<file path="config.mk">
export PLATFORM = sky130hd
export DESIGN_NAME = flr_regs
export DESIGN_NICKNAME = d
export VERILOG_FILES = /design/src/rtl/flr_pkg.sv /design/src/rtl/flr_write_check.sv /design/src/rtl/flr_regs.sv
export SDC_FILE = /design/constraint.sdc
export NUM_CORES = 1
export LEC_CHECK = 0
export BUFFER_PORTS_ARGS = -buffer_cell sky130_fd_sc_hd__buf_2
export CORE_UTILIZATION = 40
export CTS_CLUSTER_DIAMETER = 80
export CTS_CLUSTER_SIZE = 24
export DETAILED_ROUTE_END_ITERATION = 8
export PLACE_DENSITY = 0.69
export SYNTH_ARGS = -nofsm -noshare
export SYNTH_HDL_FRONTEND = slang
export SYNTH_SLANG_ARGS = --single-unit
</file>
<file path="constraint.sdc">
create_clock -name clk_sys_in -period 2.9 [get_ports clk_sys_in]
set_input_delay 0.435 -clock clk_sys_in [delete_from_list [all_inputs] [get_ports clk_sys_in]]
set_output_delay 0.435 -clock clk_sys_in [all_outputs]
set_load 0.005 [all_outputs]
</file>
<file path="src/rtl/flr_pkg.sv">
package flr_pkg;

    // Command codes
    localparam logic [7:0] CMD_OC_FAULT_LEVEL  = 8'h46;
    localparam logic [7:0] CMD_OC_FAULT_ACTION = 8'h47;
    localparam logic [7:0] CMD_OC_WARN_LEVEL   = 8'h4a;
    localparam logic [7:0] CMD_OT_FAULT_LEVEL  = 8'h4f;
    localparam logic [7:0] CMD_OT_FAULT_ACTION = 8'h50;
    localparam logic [7:0] CMD_OT_WARN_LEVEL   = 8'h51;
    localparam logic [7:0] CMD_VIN_OV_LEVEL    = 8'h55;
    localparam logic [7:0] CMD_TURN_ON_DELAY   = 8'h60;
    localparam logic [7:0] CMD_RISE_TIME       = 8'h61;
    localparam logic [7:0] CMD_STATUS_WORD     = 8'h79;
    localparam logic [7:0] CMD_VOUT_STATUS     = 8'h7a;
    localparam logic [7:0] CMD_IOUT_STATUS     = 8'h7b;

    // Accepted ranges, plain integer units
    localparam logic [15:0] OC_FAULT_MIN  = 16'h0022;
    localparam logic [15:0] OC_FAULT_MAX  = 16'h0064;
    localparam logic [15:0] OC_WARN_MIN   = 16'h0019;
    localparam logic [15:0] OC_WARN_MAX   = 16'h0082;
    localparam logic [15:0] OT_FAULT_MIN  = 16'h0019;
    localparam logic [15:0] OT_FAULT_MAX  = 16'h008c;
    localparam logic [15:0] OT_WARN_MIN   = 16'h0019;
    localparam logic [15:0] OT_WARN_MAX   = 16'h007d;
    localparam logic [15:0] VIN_OV_MIN    = 16'h0030;
    localparam logic [15:0] VIN_OV_MAX    = 16'h005a;
    localparam logic [15:0] ON_DLY_MIN    = 16'h0000;
    localparam logic [15:0] ON_DLY_MAX    = 16'h01f4;
    localparam logic [15:0] RISE_MIN      = 16'h000c;
    localparam logic [15:0] RISE_MAX      = 16'h01f4;

    // Values after reset
    localparam logic [15:0] OC_FAULT_RST  = 16'h0064;
    localparam logic [15:0] OC_WARN_RST   = 16'h005a;
    localparam logic [15:0] OT_FAULT_RST  = 16'h007d;
    localparam logic [15:0] OT_WARN_RST   = 16'h006e;
    localparam logic [15:0] VIN_OV_RST    = 16'h0041;
    localparam logic [15:0] ON_DLY_RST    = 16'h0000;
    localparam logic [15:0] RISE_RST      = 16'h000c;
    localparam logic [7:0]  OC_ACTION_RST = 8'hf8;
    localparam logic [7:0]  OT_ACTION_RST = 8'hb8;

    // Fault action byte layout
    localparam int         RETRY_LSB  = 3;
    localparam int         RESP_LSB   = 6;
    localparam logic [2:0] RETRY_OFF  = 3'h0;
    localparam logic [2:0] RETRY_CONT = 3'h7;
    localparam logic [1:0] RESP_OC    = 2'h3;
    localparam logic [1:0] RESP_OT    = 2'h2;
    localparam logic [2:0] DELAY_NONE = 3'h0;

    // Detailed status bits
    localparam int        VOUT_OV_BIT  = 7;
    localparam int        IOUT_OC_BIT  = 7;
    localparam int        IOUT_WRN_BIT = 5;
    localparam logic [7:0] STATUS_RST  = 8'h00;

    typedef enum logic [1:0] {
        FLR_TRIP_RUN     = 2'b00,
        FLR_TRIP_RESTART = 2'b01,
        FLR_TRIP_LATCHED = 2'b10
    } flr_trip_e;

    function automatic logic flr_in_range(input logic [15:0] v, input logic [15:0] lo,
                                          input logic [15:0] hi);
        return (v >= lo) && (v <= hi);
    endfunction

    function automatic logic flr_retry_ok(input logic [2:0] r);
        return (r == RETRY_OFF) || (r == RETRY_CONT);
    endfunction

endpackage

</file>
<file path="src/rtl/flr_write_check.sv">
`timescale 1ns/1ps
module flr_write_check (
    input  wire logic [7:0]  cmd_in,            // Command code of the write
    input  wire logic [15:0] data_in,           // Proposed value
    input  wire logic [15:0] oc_fault_level_in, // Stored overcurrent fault level
    input  wire logic [15:0] oc_warn_level_in,  // Stored overcurrent warning level
    input  wire logic [15:0] ot_fault_level_in, // Stored overheat fault level
    input  wire logic [15:0] ot_warn_level_in,  // Stored overheat warning level
    output logic             known_out,         // Command is mapped
    output logic             legal_out,         // Value passes range and ordering
    output logic             lockable_out       // Command obeys write protect
);
    import flr_pkg::*;

    always_comb begin
        known_out    = 1'b1;
        legal_out    = 1'b0;
        lockable_out = 1'b1;
        case (cmd_in)
            CMD_OC_FAULT_LEVEL: legal_out = flr_in_range(data_in, OC_FAULT_MIN, OC_FAULT_MAX)
                                    && (data_in > oc_warn_level_in);       // RQ18
            CMD_OC_WARN_LEVEL:  legal_out = flr_in_range(data_in, OC_WARN_MIN, OC_WARN_MAX)
                                    && (data_in < oc_fault_level_in);      // RQ8
            CMD_OT_FAULT_LEVEL: legal_out = flr_in_range(data_in, OT_FAULT_MIN, OT_FAULT_MAX)
                                    && (data_in > ot_warn_level_in);       // RQ9
            CMD_OT_WARN_LEVEL:  legal_out = flr_in_range(data_in, OT_WARN_MIN, OT_WARN_MAX)
                                    && (data_in < ot_fault_level_in);      // RQ10
            CMD_VIN_OV_LEVEL:   legal_out = flr_in_range(data_in, VIN_OV_MIN, VIN_OV_MAX); // RQ11
            CMD_TURN_ON_DELAY:  legal_out = flr_in_range(data_in, ON_DLY_MIN,
                                                         ON_DLY_MAX);      // RQ12
            CMD_RISE_TIME:      legal_out = flr_in_range(data_in, RISE_MIN, RISE_MAX); // RQ12
            CMD_OC_FAULT_ACTION,
            CMD_OT_FAULT_ACTION: legal_out = flr_retry_ok(data_in[RETRY_LSB +: 3]); // RQ2
            CMD_VOUT_STATUS,
            CMD_IOUT_STATUS: begin
                legal_out    = 1'b1;
                lockable_out = 1'b0;
            end
            CMD_STATUS_WORD: lockable_out = 1'b0;
            default: begin
                known_out    = 1'b0;
                lockable_out = 1'b0;
            end
        endcase
    end

endmodule // flr_write_check

</file>
<file path="src/rtl/flr_regs.sv">
`timescale 1ns/1ps
// Summary of operation
// [RQ1] Overcurrent response field is fixed at 11: shut down, then follow retry.
// [RQ2] Retry codes 000 (stay off) and 111 (restart while fault persists) only.
// [RQ3] Delay field fixed at zero; shutdown acts with no delay.
// [RQ4] Overcurrent default: shut down, restart continuously, no delay.
// [RQ5] Overheat response field is fixed at 10: shut down, then follow retry.
// [RQ6] Overheat byte: delay bits 2:0 read-only, retry 5:3 writable, response 7:6 fixed.
// [RQ7] Overheat byte resets to response 10, retry 111, delay 000.
// [RQ8] Overcurrent warning accepted 25 to 130 and below the fault level.
// [RQ9] Overheat fault accepted 25 to 140 and above the warning level.
// [RQ10] Overheat warning accepted 25 to 125 and below the fault level.
// [RQ11] Input overvoltage level holds 48 to 90 and obeys write protect.
// [RQ12] Turn-on delay spans 0 to 500, rise time 12 to 500.
// [RQ13] Status word read-only; high byte bits 15, 14, 13, 11 only.
// [RQ14] Low byte bits 6 to 1 report off, faults, temperature, communication.
// [RQ15] Output-voltage status keeps only bit 7; bits clear by writing one.
// [RQ16] Output-current status keeps bits 7 and 5; bits clear by writing one.
// [RQ17] Write protect high blocks writes to threshold and response commands.
// [RQ18] Overcurrent fault accepted 34 to 100 and above the warning level.
// [RQ19] Summary bits follow their detailed bytes; unsupported bits read zero.
// [RQ20] Out-of-range or misordered writes leave the value and flag invalid data; locked writes under write protect are not flagged.
module flr_regs (
    input  wire logic        clk_sys_in,                    // System clock, 100 MHz
    input  wire logic        rst_b_in,                      // Synchronous reset, active low
    input  wire logic        clk_en_in,                     // Freezes all state when low
    input  wire logic [7:0]  cmd_in,                        // Command code
    input  wire logic        wr_in,                         // Write strobe, one cycle
    input  wire logic [15:0] wr_data_in,                    // Write data
    input  wire logic        rd_in,                         // Read strobe, one cycle
    input  wire logic        write_protect_enable_in,       // Lockout bit of device type reg
    input  wire logic        vout_ov_fault_in,              // Output overvoltage event
    input  wire logic        iout_oc_fault_in,              // Output overcurrent fault level
    input  wire logic        iout_oc_warn_in,               // Output overcurrent warning
    input  wire logic        ot_fault_in,                   // Overheat fault level
    input  wire logic        input_fault_in,                // Any input status bit
    input  wire logic        vin_uv_fault_in,               // Input undervoltage fault
    input  wire logic        temp_fault_in,                 // Any temperature status bit
    input  wire logic        communication_fault_summary_in, // Any communication status bit
    input  wire logic        power_not_good_in,             // Power not good
    input  wire logic        output_off_in,                 // Output commanded or held off
    output logic      [15:0] rd_data_out,                   // Read data
    output logic             rd_valid_out,                  // Read data valid, one cycle
    output logic             invalid_data_out,              // Rejected write value, pulse
    output logic             invalid_cmd_out,               // Unmapped command, pulse
    output logic             oc_shutdown_out,               // Overcurrent shutdown request
    output logic             ot_shutdown_out,               // Overheat shutdown request
    output logic      [15:0] oc_fault_level_out,            // Overcurrent fault level
    output logic      [15:0] oc_warn_level_out,             // Overcurrent warning level
    output logic      [15:0] ot_fault_level_out,            // Overheat fault level
    output logic      [15:0] ot_warn_level_out,             // Overheat warning level
    output logic      [15:0] vin_ov_level_out,              // Input overvoltage level
    output logic      [15:0] turn_on_delay_out,             // Turn-on delay setting
    output logic      [15:0] rise_time_out                  // Output rise time setting
);
    import flr_pkg::*;

    logic [15:0] oc_fault_level_reg;
    logic [15:0] oc_warn_level_reg;
    logic [15:0] ot_fault_level_reg;
    logic [15:0] ot_warn_level_reg;
    logic [15:0] vin_ov_level_reg;
    logic [15:0] turn_on_delay_reg;
    logic [15:0] rise_time_reg;
    logic [2:0]  oc_retry_reg;
    logic [2:0]  ot_retry_reg;
    logic [7:0]  vout_status_reg;
    logic [7:0]  iout_status_reg;
    flr_trip_e   oc_trip_reg;
    flr_trip_e   oc_trip_next;
    flr_trip_e   ot_trip_reg;
    flr_trip_e   ot_trip_next;
    logic        known;
    logic        legal;
    logic        lockable;
    logic        wr_commit;
    logic [7:0]  oc_action;
    logic [7:0]  ot_action;
    logic [15:0] status_word;
    logic [15:0] rd_mux;
    logic [7:0]  vout_clr;
    logic [7:0]  iout_clr;

    flr_write_check u_check (
        .cmd_in            (cmd_in),
        .data_in           (wr_data_in),
        .oc_fault_level_in (oc_fault_level_reg),
        .oc_warn_level_in  (oc_warn_level_reg),
        .ot_fault_level_in (ot_fault_level_reg),
        .ot_warn_level_in  (ot_warn_level_reg),
        .known_out         (known),
        .legal_out         (legal),
        .lockable_out      (lockable)
    );

    // Locked writes are dropped silently; nothing in the value is wrong
    assign wr_commit = wr_in && known && legal && !(lockable && write_protect_enable_in); // RQ17

    // Only the retry field is stored; response and delay are fixed
    assign oc_action = {RESP_OC, oc_retry_reg, DELAY_NONE}; // RQ1 RQ3
    assign ot_action = {RESP_OT, ot_retry_reg, DELAY_NONE}; // RQ5 RQ6

    always_comb begin
        status_word     = 16'h0000; // RQ19
        status_word[15] = |vout_status_reg; // RQ13 RQ19
        status_word[14] = |iout_status_reg; // RQ13 RQ19
        status_word[13] = input_fault_in; // RQ13
        status_word[11] = power_not_good_in; // RQ13
        status_word[6]  = output_off_in; // RQ14
        status_word[5]  = vout_status_reg[VOUT_OV_BIT]; // RQ14
        status_word[4]  = iout_status_reg[IOUT_OC_BIT]; // RQ14
        status_word[3]  = vin_uv_fault_in; // RQ14
        status_word[2]  = temp_fault_in; // RQ14
        status_word[1]  = communication_fault_summary_in; // RQ14
    end

    always_comb begin
        if (cmd_in == CMD_OC_FAULT_LEVEL) begin
            rd_mux = oc_fault_level_reg;
        end else if (cmd_in == CMD_OC_FAULT_ACTION) begin
            rd_mux = {8'h00, oc_action};
        end else if (cmd_in == CMD_OC_WARN_LEVEL) begin
            rd_mux = oc_warn_level_reg;
        end else if (cmd_in == CMD_OT_FAULT_LEVEL) begin
            rd_mux = ot_fault_level_reg;
        end else if (cmd_in == CMD_OT_FAULT_ACTION) begin
            rd_mux = {8'h00, ot_action};
        end else if (cmd_in == CMD_OT_WARN_LEVEL) begin
            rd_mux = ot_warn_level_reg;
        end else if (cmd_in == CMD_VIN_OV_LEVEL) begin
            rd_mux = vin_ov_level_reg;
        end else if (cmd_in == CMD_TURN_ON_DELAY) begin
            rd_mux = turn_on_delay_reg;
        end else if (cmd_in == CMD_RISE_TIME) begin
            rd_mux = rise_time_reg;
        end else if (cmd_in == CMD_STATUS_WORD) begin
            rd_mux = status_word;
        end else if (cmd_in == CMD_VOUT_STATUS) begin
            rd_mux = {8'h00, vout_status_reg};
        end else if (cmd_in == CMD_IOUT_STATUS) begin
            rd_mux = {8'h00, iout_status_reg};
        end else begin
            rd_mux = 16'h0000;
        end
    end

    // Threshold and response storage
    always_ff @(posedge clk_sys_in) begin
        if (!rst_b_in) begin
            oc_fault_level_reg <= OC_FAULT_RST;
            oc_warn_level_reg  <= OC_WARN_RST;
            ot_fault_level_reg <= OT_FAULT_RST;
            ot_warn_level_reg  <= OT_WARN_RST;
            vin_ov_level_reg   <= VIN_OV_RST;
            turn_on_delay_reg  <= ON_DLY_RST;
            rise_time_reg      <= RISE_RST;
            oc_retry_reg       <= OC_ACTION_RST[RETRY_LSB +: 3]; // RQ4
            ot_retry_reg       <= OT_ACTION_RST[RETRY_LSB +: 3]; // RQ7
        end else if (clk_en_in && wr_commit) begin
            case (cmd_in)
                CMD_OC_FAULT_LEVEL:  oc_fault_level_reg <= wr_data_in; // RQ18
                CMD_OC_WARN_LEVEL:   oc_warn_level_reg  <= wr_data_in; // RQ8
                CMD_OT_FAULT_LEVEL:  ot_fault_level_reg <= wr_data_in; // RQ9
                CMD_OT_WARN_LEVEL:   ot_warn_level_reg  <= wr_data_in; // RQ10
                CMD_VIN_OV_LEVEL:    vin_ov_level_reg   <= wr_data_in; // RQ11
                CMD_TURN_ON_DELAY:   turn_on_delay_reg  <= wr_data_in; // RQ12
                CMD_RISE_TIME:       rise_time_reg      <= wr_data_in; // RQ12
                CMD_OC_FAULT_ACTION: oc_retry_reg <= wr_data_in[RETRY_LSB +: 3]; // RQ2
                CMD_OT_FAULT_ACTION: ot_retry_reg <= wr_data_in[RETRY_LSB +: 3]; // RQ6
                default: ;
            endcase
        end
    end

    // Write-one-to-clear masks; a set in the same cycle still wins
    assign vout_clr = (clk_en_in && wr_commit && cmd_in == CMD_VOUT_STATUS) ?
                      wr_data_in[7:0] : 8'h00;
    assign iout_clr = (clk_en_in && wr_commit && cmd_in == CMD_IOUT_STATUS) ?
                      wr_data_in[7:0] : 8'h00;

    always_ff @(posedge clk_sys_in) begin
        if (!rst_b_in) begin
            vout_status_reg <= STATUS_RST;
        end else if (clk_en_in) begin
            vout_status_reg <= STATUS_RST;
            vout_status_reg[VOUT_OV_BIT] <= vout_ov_fault_in
                || (vout_status_reg[VOUT_OV_BIT] && !vout_clr[VOUT_OV_BIT]); // RQ15
        end
    end

    always_ff @(posedge clk_sys_in) begin
        if (!rst_b_in) begin
            iout_status_reg <= STATUS_RST;
        end else if (clk_en_in) begin
            iout_status_reg <= STATUS_RST;
            iout_status_reg[IOUT_OC_BIT] <= iout_oc_fault_in
                || (iout_status_reg[IOUT_OC_BIT] && !iout_clr[IOUT_OC_BIT]); // RQ16
            iout_status_reg[IOUT_WRN_BIT] <= iout_oc_warn_in
                || (iout_status_reg[IOUT_WRN_BIT] && !iout_clr[IOUT_WRN_BIT]); // RQ16
        end
    end

    // Restart mode drops back to run once the fault is gone; latched waits for off
    function automatic flr_trip_e trip_step(input flr_trip_e cur, input logic fault,
                                            input logic [2:0] retry, input logic off);
        flr_trip_e nxt;
        nxt = cur;
        case (cur)
            FLR_TRIP_RUN: begin
                if (fault) begin
                    nxt = (retry == RETRY_CONT) ? FLR_TRIP_RESTART : FLR_TRIP_LATCHED;
                end
            end
            FLR_TRIP_RESTART: begin
                if (!fault) begin
                    nxt = FLR_TRIP_RUN;
                end
            end
            FLR_TRIP_LATCHED: begin
                if (off && !fault) begin
                    nxt = FLR_TRIP_RUN;
                end
            end
            default: nxt = FLR_TRIP_RUN;
        endcase
        return nxt;
    endfunction

    assign oc_trip_next = trip_step(oc_trip_reg, iout_oc_fault_in, oc_retry_reg,
                                    output_off_in); // RQ1 RQ2
    assign ot_trip_next = trip_step(ot_trip_reg, ot_fault_in, ot_retry_reg,
                                    output_off_in); // RQ5 RQ2

    always_ff @(posedge clk_sys_in) begin
        if (!rst_b_in) begin
            oc_trip_reg     <= FLR_TRIP_RUN;
            ot_trip_reg     <= FLR_TRIP_RUN;
            oc_shutdown_out <= 1'b0;
            ot_shutdown_out <= 1'b0;
        end else if (clk_en_in) begin
            oc_trip_reg     <= oc_trip_next;
            ot_trip_reg     <= ot_trip_next;
            oc_shutdown_out <= (oc_trip_next != FLR_TRIP_RUN); // RQ3 RQ4
            ot_shutdown_out <= (ot_trip_next != FLR_TRIP_RUN); // RQ3
        end
    end

    // Read port and error pulses
    always_ff @(posedge clk_sys_in) begin
        if (!rst_b_in) begin
            rd_data_out      <= 16'h0000;
            rd_valid_out     <= 1'b0;
            invalid_data_out <= 1'b0;
            invalid_cmd_out  <= 1'b0;
        end else if (clk_en_in) begin
            rd_valid_out     <= rd_in;
            rd_data_out      <= rd_in ? rd_mux : 16'h0000;
            invalid_data_out <= wr_in && known && !legal
                                && !(lockable && write_protect_enable_in); // RQ20
            invalid_cmd_out  <= (wr_in || rd_in) && !known;
        end
    end

    assign oc_fault_level_out = oc_fault_level_reg;
    assign oc_warn_level_out  = oc_warn_level_reg;
    assign ot_fault_level_out = ot_fault_level_reg;
    assign ot_warn_level_out  = ot_warn_level_reg;
    assign vin_ov_level_out   = vin_ov_level_reg;
    assign turn_on_delay_out  = turn_on_delay_reg;
    assign rise_time_out      = rise_time_reg;
endmodule // flr_regs

</file>
==> out/summary.txt, run 1 <==
ANT nets after route = 0
DRC viols = 0
WP data required = 3.25 ns
DPL Wire Length = 20500 um
# fillers = 1690
Hold Path Cell Cnt = 3
global route overflow = 0
Final nets = 1235
CTS Buffer Depth = 2
leakage = 4.97 nW
core area = 18800 um2
port bufs = 172
r2r startpoint = ot_warn_level_out[15]$_SDFFE_PN0P_
top_reg_cell synth = dfxtp_1
GRT Overall Usage = 27.2%
Synth warnings = 0
Setup Skew = 0.0118 ns
RSZ-0062 raised after global routing = yes
Die W = 141 um
DR vias = 7998
Final Max Tran Viols = 0
Initial Utilization = 41.1%
ys async rst share = 0%
fin area = 10500 um2
largest net degree at the start of global routing = 86
worst hold path class = in -> reg
crit-path max FO = 8
final-report setup violation count = 0
distinct cell type count after synthesis = 60
CTS Buf Count = 17
CTS sink count = 146
synthesized area = 7750 um2
hold buffer count at CTS = 0
Synth Register Bits = 146
antenna cells = 0
Hold Vio Cnt, Final = 0
Ports = 173
layout cells sized above 1 = 33.0%
Worst-Skew Late Latency = 0.43 ns
DRC marker count from the first detailed-route iteration = 772
Post-Synthesis Cells = 887
Post-synth EDFFs = 0
vias in the first global route = 7376
Period minus WS final = 2.88 ns
Post-DP Area = 9510 um2
drt pass-1 iters = 6
H-tree levels = 4
Slew @ Worst Pin = 0.797 ns
relative slew slack = 46.9%
CTS tree = yes
antenna violations before repair = 0
first-pass GRT wire length = 40900 um
Worst Setup Slack, final = 0.0195 ns
WHS Endpoint = vout_status_reg[7]$_SDFFE_PN0P_
period utilization = 99.3%
crit path kind = reg -> reg
fin cells = 1404
status = finished clean
Routed wire per std cell = 20.0 um
flop2flop setup slack = 0.02 ns
routed wire length = 28000 um
DP Worst Slack = -0.351 ns
FF+latch area = 2940 um2
register area share after synthesis = 37.7%
Rows = 50
crit start category = flop
area delta synth->final = 35.7%
PD cells = 464 nW/um2
Die Footprint = 19900 um2
Die Y = 141 um
Critical Path End Type = flop
multi-input logic area = 4600 um2
Crit. Startpoint = ot_warn_level_out[15]$_SDFFE_PN0P_
worst r2r path cells = 11
reg2reg end = rise_time_out[3]$_SDFFE_PN1P_
Avg Cell Area, Syn = 8.74 um2
Mapped Nets = 989
hold path start = vout_ov_fault_in
CTS clk-pin slew, worst paths = 0.06 ns
RePlAce Congestion = 0.925
Cells after DPL = 1364
peak supply drop = 0.000410 V
crit path DAT = 3.23 ns
root buf cell = clkbuf_16
max_cap viols = 0
Fin Hold WS = 0.280 ns
DR vias/cell = 5.70
f_max = 0.347 GHz
==> repair_timing <==
action,CTS,global route
cloned,0,2
setup buffers,0,8
setup endpoints to repair,31,117
pin swaps,0,16
resized for setup,1,50
==> critical path, stage by stage (launching register included) <==
cell       delay, ns
dfxtp_2         0.34
inv_2           0.05
ha_4            0.26
nand4_1         0.19
or4_1           0.51
nand4_1         0.12
a31oi_2         0.07
a311oi_4        0.39
o211ai_4        0.22
nand4_1         0.27
clkbuf_16       0.22
mux2i_1         0.17
==> cell type report <==
| type | instances | area share [%] |
|---|---|---|
| Multi-Input combinational cell | 621 | 43.8 |
| Sequential cell | 146 | 27.9 |
| Timing Repair Buffer | 280 | 16.6 |
| Clock buffer | 21 | 4.48 |
| Tap cell | 260 | 3.09 |
| Inverter | 67 | 2.39 |
| Clock inverter | 9 | 1.70 |
==> Yosys cell counts (3+ instances only) <==
cell type / number / area (um2)
mux2i_1: 60 / 601
o2111ai_1: 4 / 35.0
a22oi_1: 5 / 37.5
nor2_1: 58 / 218
nor3_1: 30 / 150
o21ai_0: 29 / 145
ha_1: 62 / 776
clkbuf_1: 45 / 169
dfxtp_1: 146 / 2920
and3_1: 48 / 300
nand2_1: 74 / 278
nor2b_1: 13 / 81.3
a211oi_1: 5 / 37.5
nor4_1: 3 / 18.8
and2_1: 5 / 31.3
and4_1: 7 / 61.3
nand4_1: 14 / 87.6
a21o_1: 9 / 67.6
a31oi_1: 7 / 43.8
a21oi_1: 58 / 290
nand3_1: 18 / 90.1
buf_6: 3 / 33.8
nand2b_1: 14 / 87.6
inv_1: 67 / 251
a221oi_1: 3 / 26.3
buf_2: 4 / 20.0
a221o_1: 6 / 60.1
mux2_2: 12 / 135
or3_1: 7 / 43.8
o211ai_1: 5 / 37.5
a222oi_1: 22 / 220
o21a_1: 3 / 22.5
==> worst max-delay path by stage <==
stage / cells past startpoint / end / slack (ns)
floorplan: 10 / ot_fault_level_out[5]$_SDFFE_PN1P_ / 0.003
global placement: 10 / ot_fault_level_out[5]$_SDFFE_PN1P_ / -0.31
detailed placement: 10 / oc_warn_level_out[4]$_SDFFE_PN1P_ / -0.35
CTS: 11 / oc_warn_level_out[4]$_SDFFE_PN1P_ / 0.02
global route: 11 / rise_time_out[4]$_SDFFE_PN0P_ / -0.08
finish: 11 / rise_time_out[3]$_SDFFE_PN1P_ / 0.02
==> report_power, final <==
group	leakage (nW)	switching (W)	internal (W)
combinational	3.47	0.000238	0.000157
clock	0.311	0.000870	0.00159
sequential	1.18	0.00000733	0.00201
==> metal layers <==
layer / wire, um / part of all wire, % / GRT usage [%]
met2: 12800 / 46 / 43.2
met5: 0 / 0 / 0
met3: 2530 / 9.0 / 6.01
met1: 11700 / 42 / 35.2
met4: 1030 / 3.7 / 12.1
==> logic make-up (layout without fill, tap and decap cells) <==
group	count (synthesis)	after routing	share of synthesized area, %
muxes	72	72	9.49
adders and majority gates	62	62	10.0
AOI/OAI and AO/OA	182	183	16.2
DFF	146	146	37.7
buffers and inverters	121	377	6.27
and+or+nand+nor	304	304	20.3
==> cell usage in the layout (no fill, tap or decap), types with 5 or more instances in the layout <==
cell type	count
ha_1	53
dfxtp_1	135
nor2b_1	13
a21o_1	9
nor3_1	28
nand2b_1	14
buf_4	102
nand2_1	74
a222oi_1	22
a221o_1	6
nor2_1	58
clkbuf_16	18
inv_2	8
a22oi_1	5
and3_1	46
o21ai_0	27
ha_4	9
a21oi_1	58
o211ai_1	5
nand3_1	16
bufinv_16	5
inv_1	59
buf_2	171
a31oi_1	6
and2_1	5
or3_1	7
mux2i_1	59
dfxtp_2	11
mux2_2	12
and4_1	7
nand4_1	14
==> per-stage QoR <==
stage / power (W) / utilization (%) / setup TNS [ns]
finish: 0.00487 / 55.8 / 0
global placement: 0.00243 / 50.5 / -30.72
global route: 0.00500 / 55.8 / -1.09
CTS: 0.00485 / 54.0 / 0
detailed placement: 0.00243 / 50.5 / -34.26
floorplan: 0.00226 / - / 0
(Power assumes the default switching activity.)
==> run 2, diff against run 1 <==
Settings changed: CTS_CLUSTER_SIZE 24 to unset, PLACE_DENSITY 0.69 to 0.74.
==> out/summary.txt, run 2 (same netlist as run 1, synthesis figures left out) <==
status = finished clean
worst hold path class = in -> reg
# fillers = 1736
largest net degree at the start of global routing = 87
Critical Path End Type = flop
DP Worst Slack = -0.328 ns
Ports = 173
f_max = 0.346 GHz
max_cap viols = 0
RePlAce Congestion = 0.924
Initial Utilization = 41.1%
most frequent cells in the layout = 173 x buf_2, 138 x dfxtp_1, 88 x buf_4, 74 x nand2_1, 62 x inv_1
crit path kind = reg -> reg
Routed wire per std cell = 19.6 um
CTS tree = yes
Die Y = 141 um
GR Util met1 = 34.6%
gr busiest metal = met2
antenna cells = 0
Hold Vio Cnt, Final = 0
root buf cell = clkbuf_16
Post-DP Area = 9410 um2
fin area = 10200 um2
Die Footprint = 19900 um2
area delta synth->final = 32.0%
CP cell instances = inv_2, ha_4, nand4_1, buf_4, or3_4, a21o_1, a31oi_2, a311oi_2, o211ai_2, buf_6, nand4_1, clkbuf_16, and3_4
fin cells = 1393
Worst Setup Slack, final = 0.00881 ns
GR Util met3 = 7.34%
Period minus WS final = 2.89 ns
Die W = 141 um
slowest CP cell = or3_4
crit start category = flop
Core Util, Final = 54.3%
core area = 18800 um2
Worst-Skew Late Latency = 0.43 ns
CP bufs+invs = 4
peak supply drop = 0.000399 V
relative slew slack = 45.4%
leakage = 4.86 nW
GRT Overall Usage = 27.1%
Final nets = 1223
period utilization = 99.7%
hold buffer count at CTS = 0
Rows = 50
routed wire length = 27300 um
most common cell after layout, fill and taps aside = buf_2
CTS Buf Count = 17
drt pass-1 iters = 7
DR vias = 7931
crit-path max FO = 8
first-pass GRT wire length = 40700 um
DRC marker count from the first detailed-route iteration = 743
DR vias/cell = 5.69
global route overflow = 0
layout cells sized above 1 = 31.4%
Slew @ Worst Pin = 0.820 ns
vias in the first global route = 7484
Pwr Total = 0.00447 W
CTS sink count = 146
antenna violations before repair = 0
final-report setup violation count = 0
DRC viols = 0
CTS Buffer Depth = 2
PD cells = 437 nW/um2
Setup Skew = 0.00818 ns
Final Max Tran Viols = 0
WP data required = 3.22 ns
cell mode on critical path = nand4_1
ANT nets after route = 0
port bufs = 172
Cells after DPL = 1351
Max stage delay on crit path = 0.37 ns
routing usage on met2 = 42.3%
Crit path max-delay family = simple AND/OR/NAND/NOR gates
crit path DAT = 3.21 ns
DPL Wire Length = 20300 um
H-tree levels = 4
CTS clk-pin slew, worst paths = 0.06 ns
run 2: changes by cell type in the layout (fill, tap and decap cells not counted), sizes merged:
| cell | before | now |
|---|---|---|
| bufinv | 5 | 1 |
| clkinv | 2 | 8 |
| o211ai | 7 | 6 |
| clkbuf | 22 | 21 |
| buf | 279 | 268 |
run 2: path summary, 6_finish.rpt:
check / endpoint / cells after the start / slack [ns] / startpoint
max: rise_time_out[15]$_SDFFE_PN0P_ / 13 / 0.009 / ot_warn_level_out[15]$_SDFFE_PN0P_
min: vout_status_reg[7]$_SDFFE_PN0P_ / 3 / 0.27 / vout_ov_fault_in
max reg2reg: rise_time_out[15]$_SDFFE_PN0P_ / 13 / 0.009 / ot_warn_level_out[15]$_SDFFE_PN0P_
min reg2reg: rd_data_out[3]$_SDFFE_PN0P_ / 1 / 0.46 / rd_data_out[3]$_SDFFE_PN0P_
run 2: timing repair:
item                                    in CTS  in global routing
gates resized for setup                      1                 33
pin swaps                                    1                 11
endpoints found under the hold margin        0                  0
gates cloned                                 0                  2
endpoints found under the setup margin       8                106
setup buffers                                0                  9
run 2: metrics by stage:
step / hold slack, ns / setup TNS, ns
2_1_floorplan: 0.449 / 0
4_1_cts: 0.251 / 0
6_report: 0.267 / 0
5_1_grt: 0.276 / -0.314
3_3_place_gp: 0.435 / -16.95
3_5_place_dp: 0.438 / -26.63
run 2: tightest hold or removal path, delay by kind of cell:
kind,cells,cell delay (ns)
compound gates,1,0.05
buf+inv,1,0.10
simple gates,1,0.05
run 2: layer usage:
metal | wire [um] | vias up
met3 | 2750 | 85
li1 | - | 3694
met1 | 11300 | 3728
met5 | 0 | -
met2 | 12200 | 424
met4 | 1080 | 0
run 2: where the power goes:
group,internal (W),switching [W],leakage [nW]
clock,0.00121,0.000857,0.271
combinational,0.000150,0.000232,3.41
sequential,0.00202,0.00000736,1.18
total,0.00337,0.00110,4.86
run 2: cell type report:
cell class	instances	area [um2]	area share [%]
multi-input combinational	620	4500	44.0
sequential	146	2930	28.7
timing repair buffer	269	1670	16.4
clock buffer	20	457	4.46
tap	260	325	3.18
inverter	67	251	2.46
clock inverter	11	88.8	0.868
==> run 3, diff against run 2 <==
Settings changed: GPL_TIMING_DRIVEN set to 0.
==> out/summary.txt, run 3 (same netlist as run 1, synthesis figures left out) <==
DRC marker count from the first detailed-route iteration = 943
H-tree levels = 4
Die Footprint = 19900 um2
core area = 18800 um2
max_cap viols = 0
layout cells sized above 1 = 28.6%
period utilization = 101%
PD cells = 466 nW/um2
first-pass GRT wire length = 43700 um
Initial Utilization = 41.1%
Worst-Skew Late Latency = 0.44 ns
f_max = 0.342 GHz
DP Worst Slack = -1.08 ns
hold buffer count at CTS = 0
root buf cell = clkbuf_16
leakage = 4.66 nW
DR vias/cell = 5.93
port bufs = 169
DR vias = 8133
crit path DAT = 3.25 ns
CTS Buf Count = 17
Die Y = 141 um
crit-path max FO = 8
FF+latch area = 2950 um2
crit path kind = in -> reg
final-report setup violation count = 4
status = finished, violations left
Routed wire per std cell = 21.8 um
DRC viols = 0
antenna cells = 0
Setup TNS Final = -0.0546 ns
Hold Vio Cnt, Final = 0
CTS tree = yes
most common cell after layout, fill and taps aside = buf_2
global route overflow = 0
WP data required = 3.23 ns
RSZ-0062 raised after global routing = yes
Final Max Tran Viols = 0
most frequent cells in the layout = 171 x buf_2, 132 x dfxtp_1, 74 x nand2_1, 60 x inv_1, 60 x mux2i_1
peak supply drop = 0.000415 V
Final nets = 1200
worst hold path class = in -> reg
vias in the first global route = 7451
drt pass-1 iters = 6
Ports = 173
relative slew slack = 2.49%
violations in the final reports = setup timing
routed wire length = 29900 um
multi-input logic area = 4600 um2
area delta synth->final = 29.9%
RePlAce Congestion = 0.960
crit start category = primary input
ANT nets after route = 0
CTS sink count = 146
Critical Path End Type = flop
Period minus WS final = 2.92 ns
CTS Buffer Depth = 2
Rows = 50
largest net degree at the start of global routing = 17
DPL Wire Length = 22000 um
CTS clk-pin slew, worst paths = 0.06 ns
GRT Overall Usage = 29.6%
Setup Skew = 0.00889 ns
Die W = 141 um
Core Util, Final = 53.5%
Slew @ Worst Pin = 1.46 ns
# fillers = 1737
antenna violations before repair = 0
Worst Setup Slack, final = -0.0211 ns
-- run 3: cell count changes in the layout (fill, tap and decap cells not counted), moves of 3 or more --
| cell | change |
|---|---|
| buf_4 | -65 |
| clkbuf_1 | +33 |
| clkbuf_2 | +6 |
| dfxtp_1 | -6 |
| nand3_1 | -6 |
| dfxtp_2 | +4 |
| nand3_2 | +4 |
| buf_12 | -3 |
| clkbuf_4 | +3 |
| nor3_1 | -3 |
-- run 3: layer usage --
| layer | part of all wire [%] | wire length [um] | track usage (%) | vias up |
|---|---|---|---|---|
| li1 | - | - | - | 3665 |
| met1 | 41 | 12300 | 38.9 | 3836 |
| met2 | 45 | 13400 | 45.8 | 537 |
| met3 | 10 | 3100 | 6.86 | 95 |
| met4 | 3.9 | 1170 | 13.8 | 0 |
| met5 | 0 | 0 | 0 | - |
-- run 3: where the power goes --
part / internal (W) / leakage (nW) / switching [W]
logic: 0.000125 / 3.18 / 0.000248
clock network: 0.00140 / 0.299 / 0.000906
registers: 0.00201 / 1.18 / 0.00000740
total: 0.00353 / 4.66 / 0.00116
-- run 3: through the flow --
stage               instances  area, um2  power, W  hold slack (ns)
finish                   1371      10100   0.00470            0.253
global route             1371      10100   0.00481            0.261
CTS                      1351       9700   0.00466            0.252
detailed placement       1316       8920   0.00240            0.440
global placement         1316       8920   0.00240            0.435
floorplan                 887       7750   0.00226            0.449
-- run 3: worst paths after layout --
kind / start / to / slack (ns) / cells past startpoint
worst min-delay path: vout_ov_fault_in / vout_status_reg[7]$_SDFFE_PN0P_ / 0.25 / 3
worst max-delay path: wr_data_in[2] / rise_time_out[14]$_SDFFE_PN0P_ / -0.02 / 12
worst min register to register: rd_data_out[6]$_SDFFE_PN0P_ / rd_data_out[6]$_SDFFE_PN0P_ / 0.46 / 1
worst max register to register: ot_warn_level_out[15]$_SDFFE_PN0P_ / rise_time_out[4]$_SDFFE_PN0P_ / -0.01 / 11
-- run 3: worst max-delay path: stages --
cell and delay (ns):
buf_2 0.17, clkbuf_1 0.37, o311ai_0 0.22, a2111oi_2 0.43, buf_4 0.20, nand4_1 0.11
a31oi_2 0.22, a311oi_2 0.10, o211ai_4 0.21, nand4_1 0.32, buf_6 0.27, and3_1 0.18
-- run 3: timing repair --
action / 4_1_cts / 5_1_grt
endpoints found under the setup margin: 128 / 121
setup buffers: 3 / 22
gates resized for setup: 31 / 59
pin swaps: 5 / 16
hold endpoints to repair: 0 / 0
gates cloned: 2 / 0
-- run 3: area by class of cell --
class	count	share of cell area [%]
clock buffer	19	4.50
tap	260	3.23
inverter	67	2.50
sequential	146	29.3
timing repair buffer	196	10.8
clock inverter	13	1.55
buffer	50	2.50
multi-input combinational	620	45.7
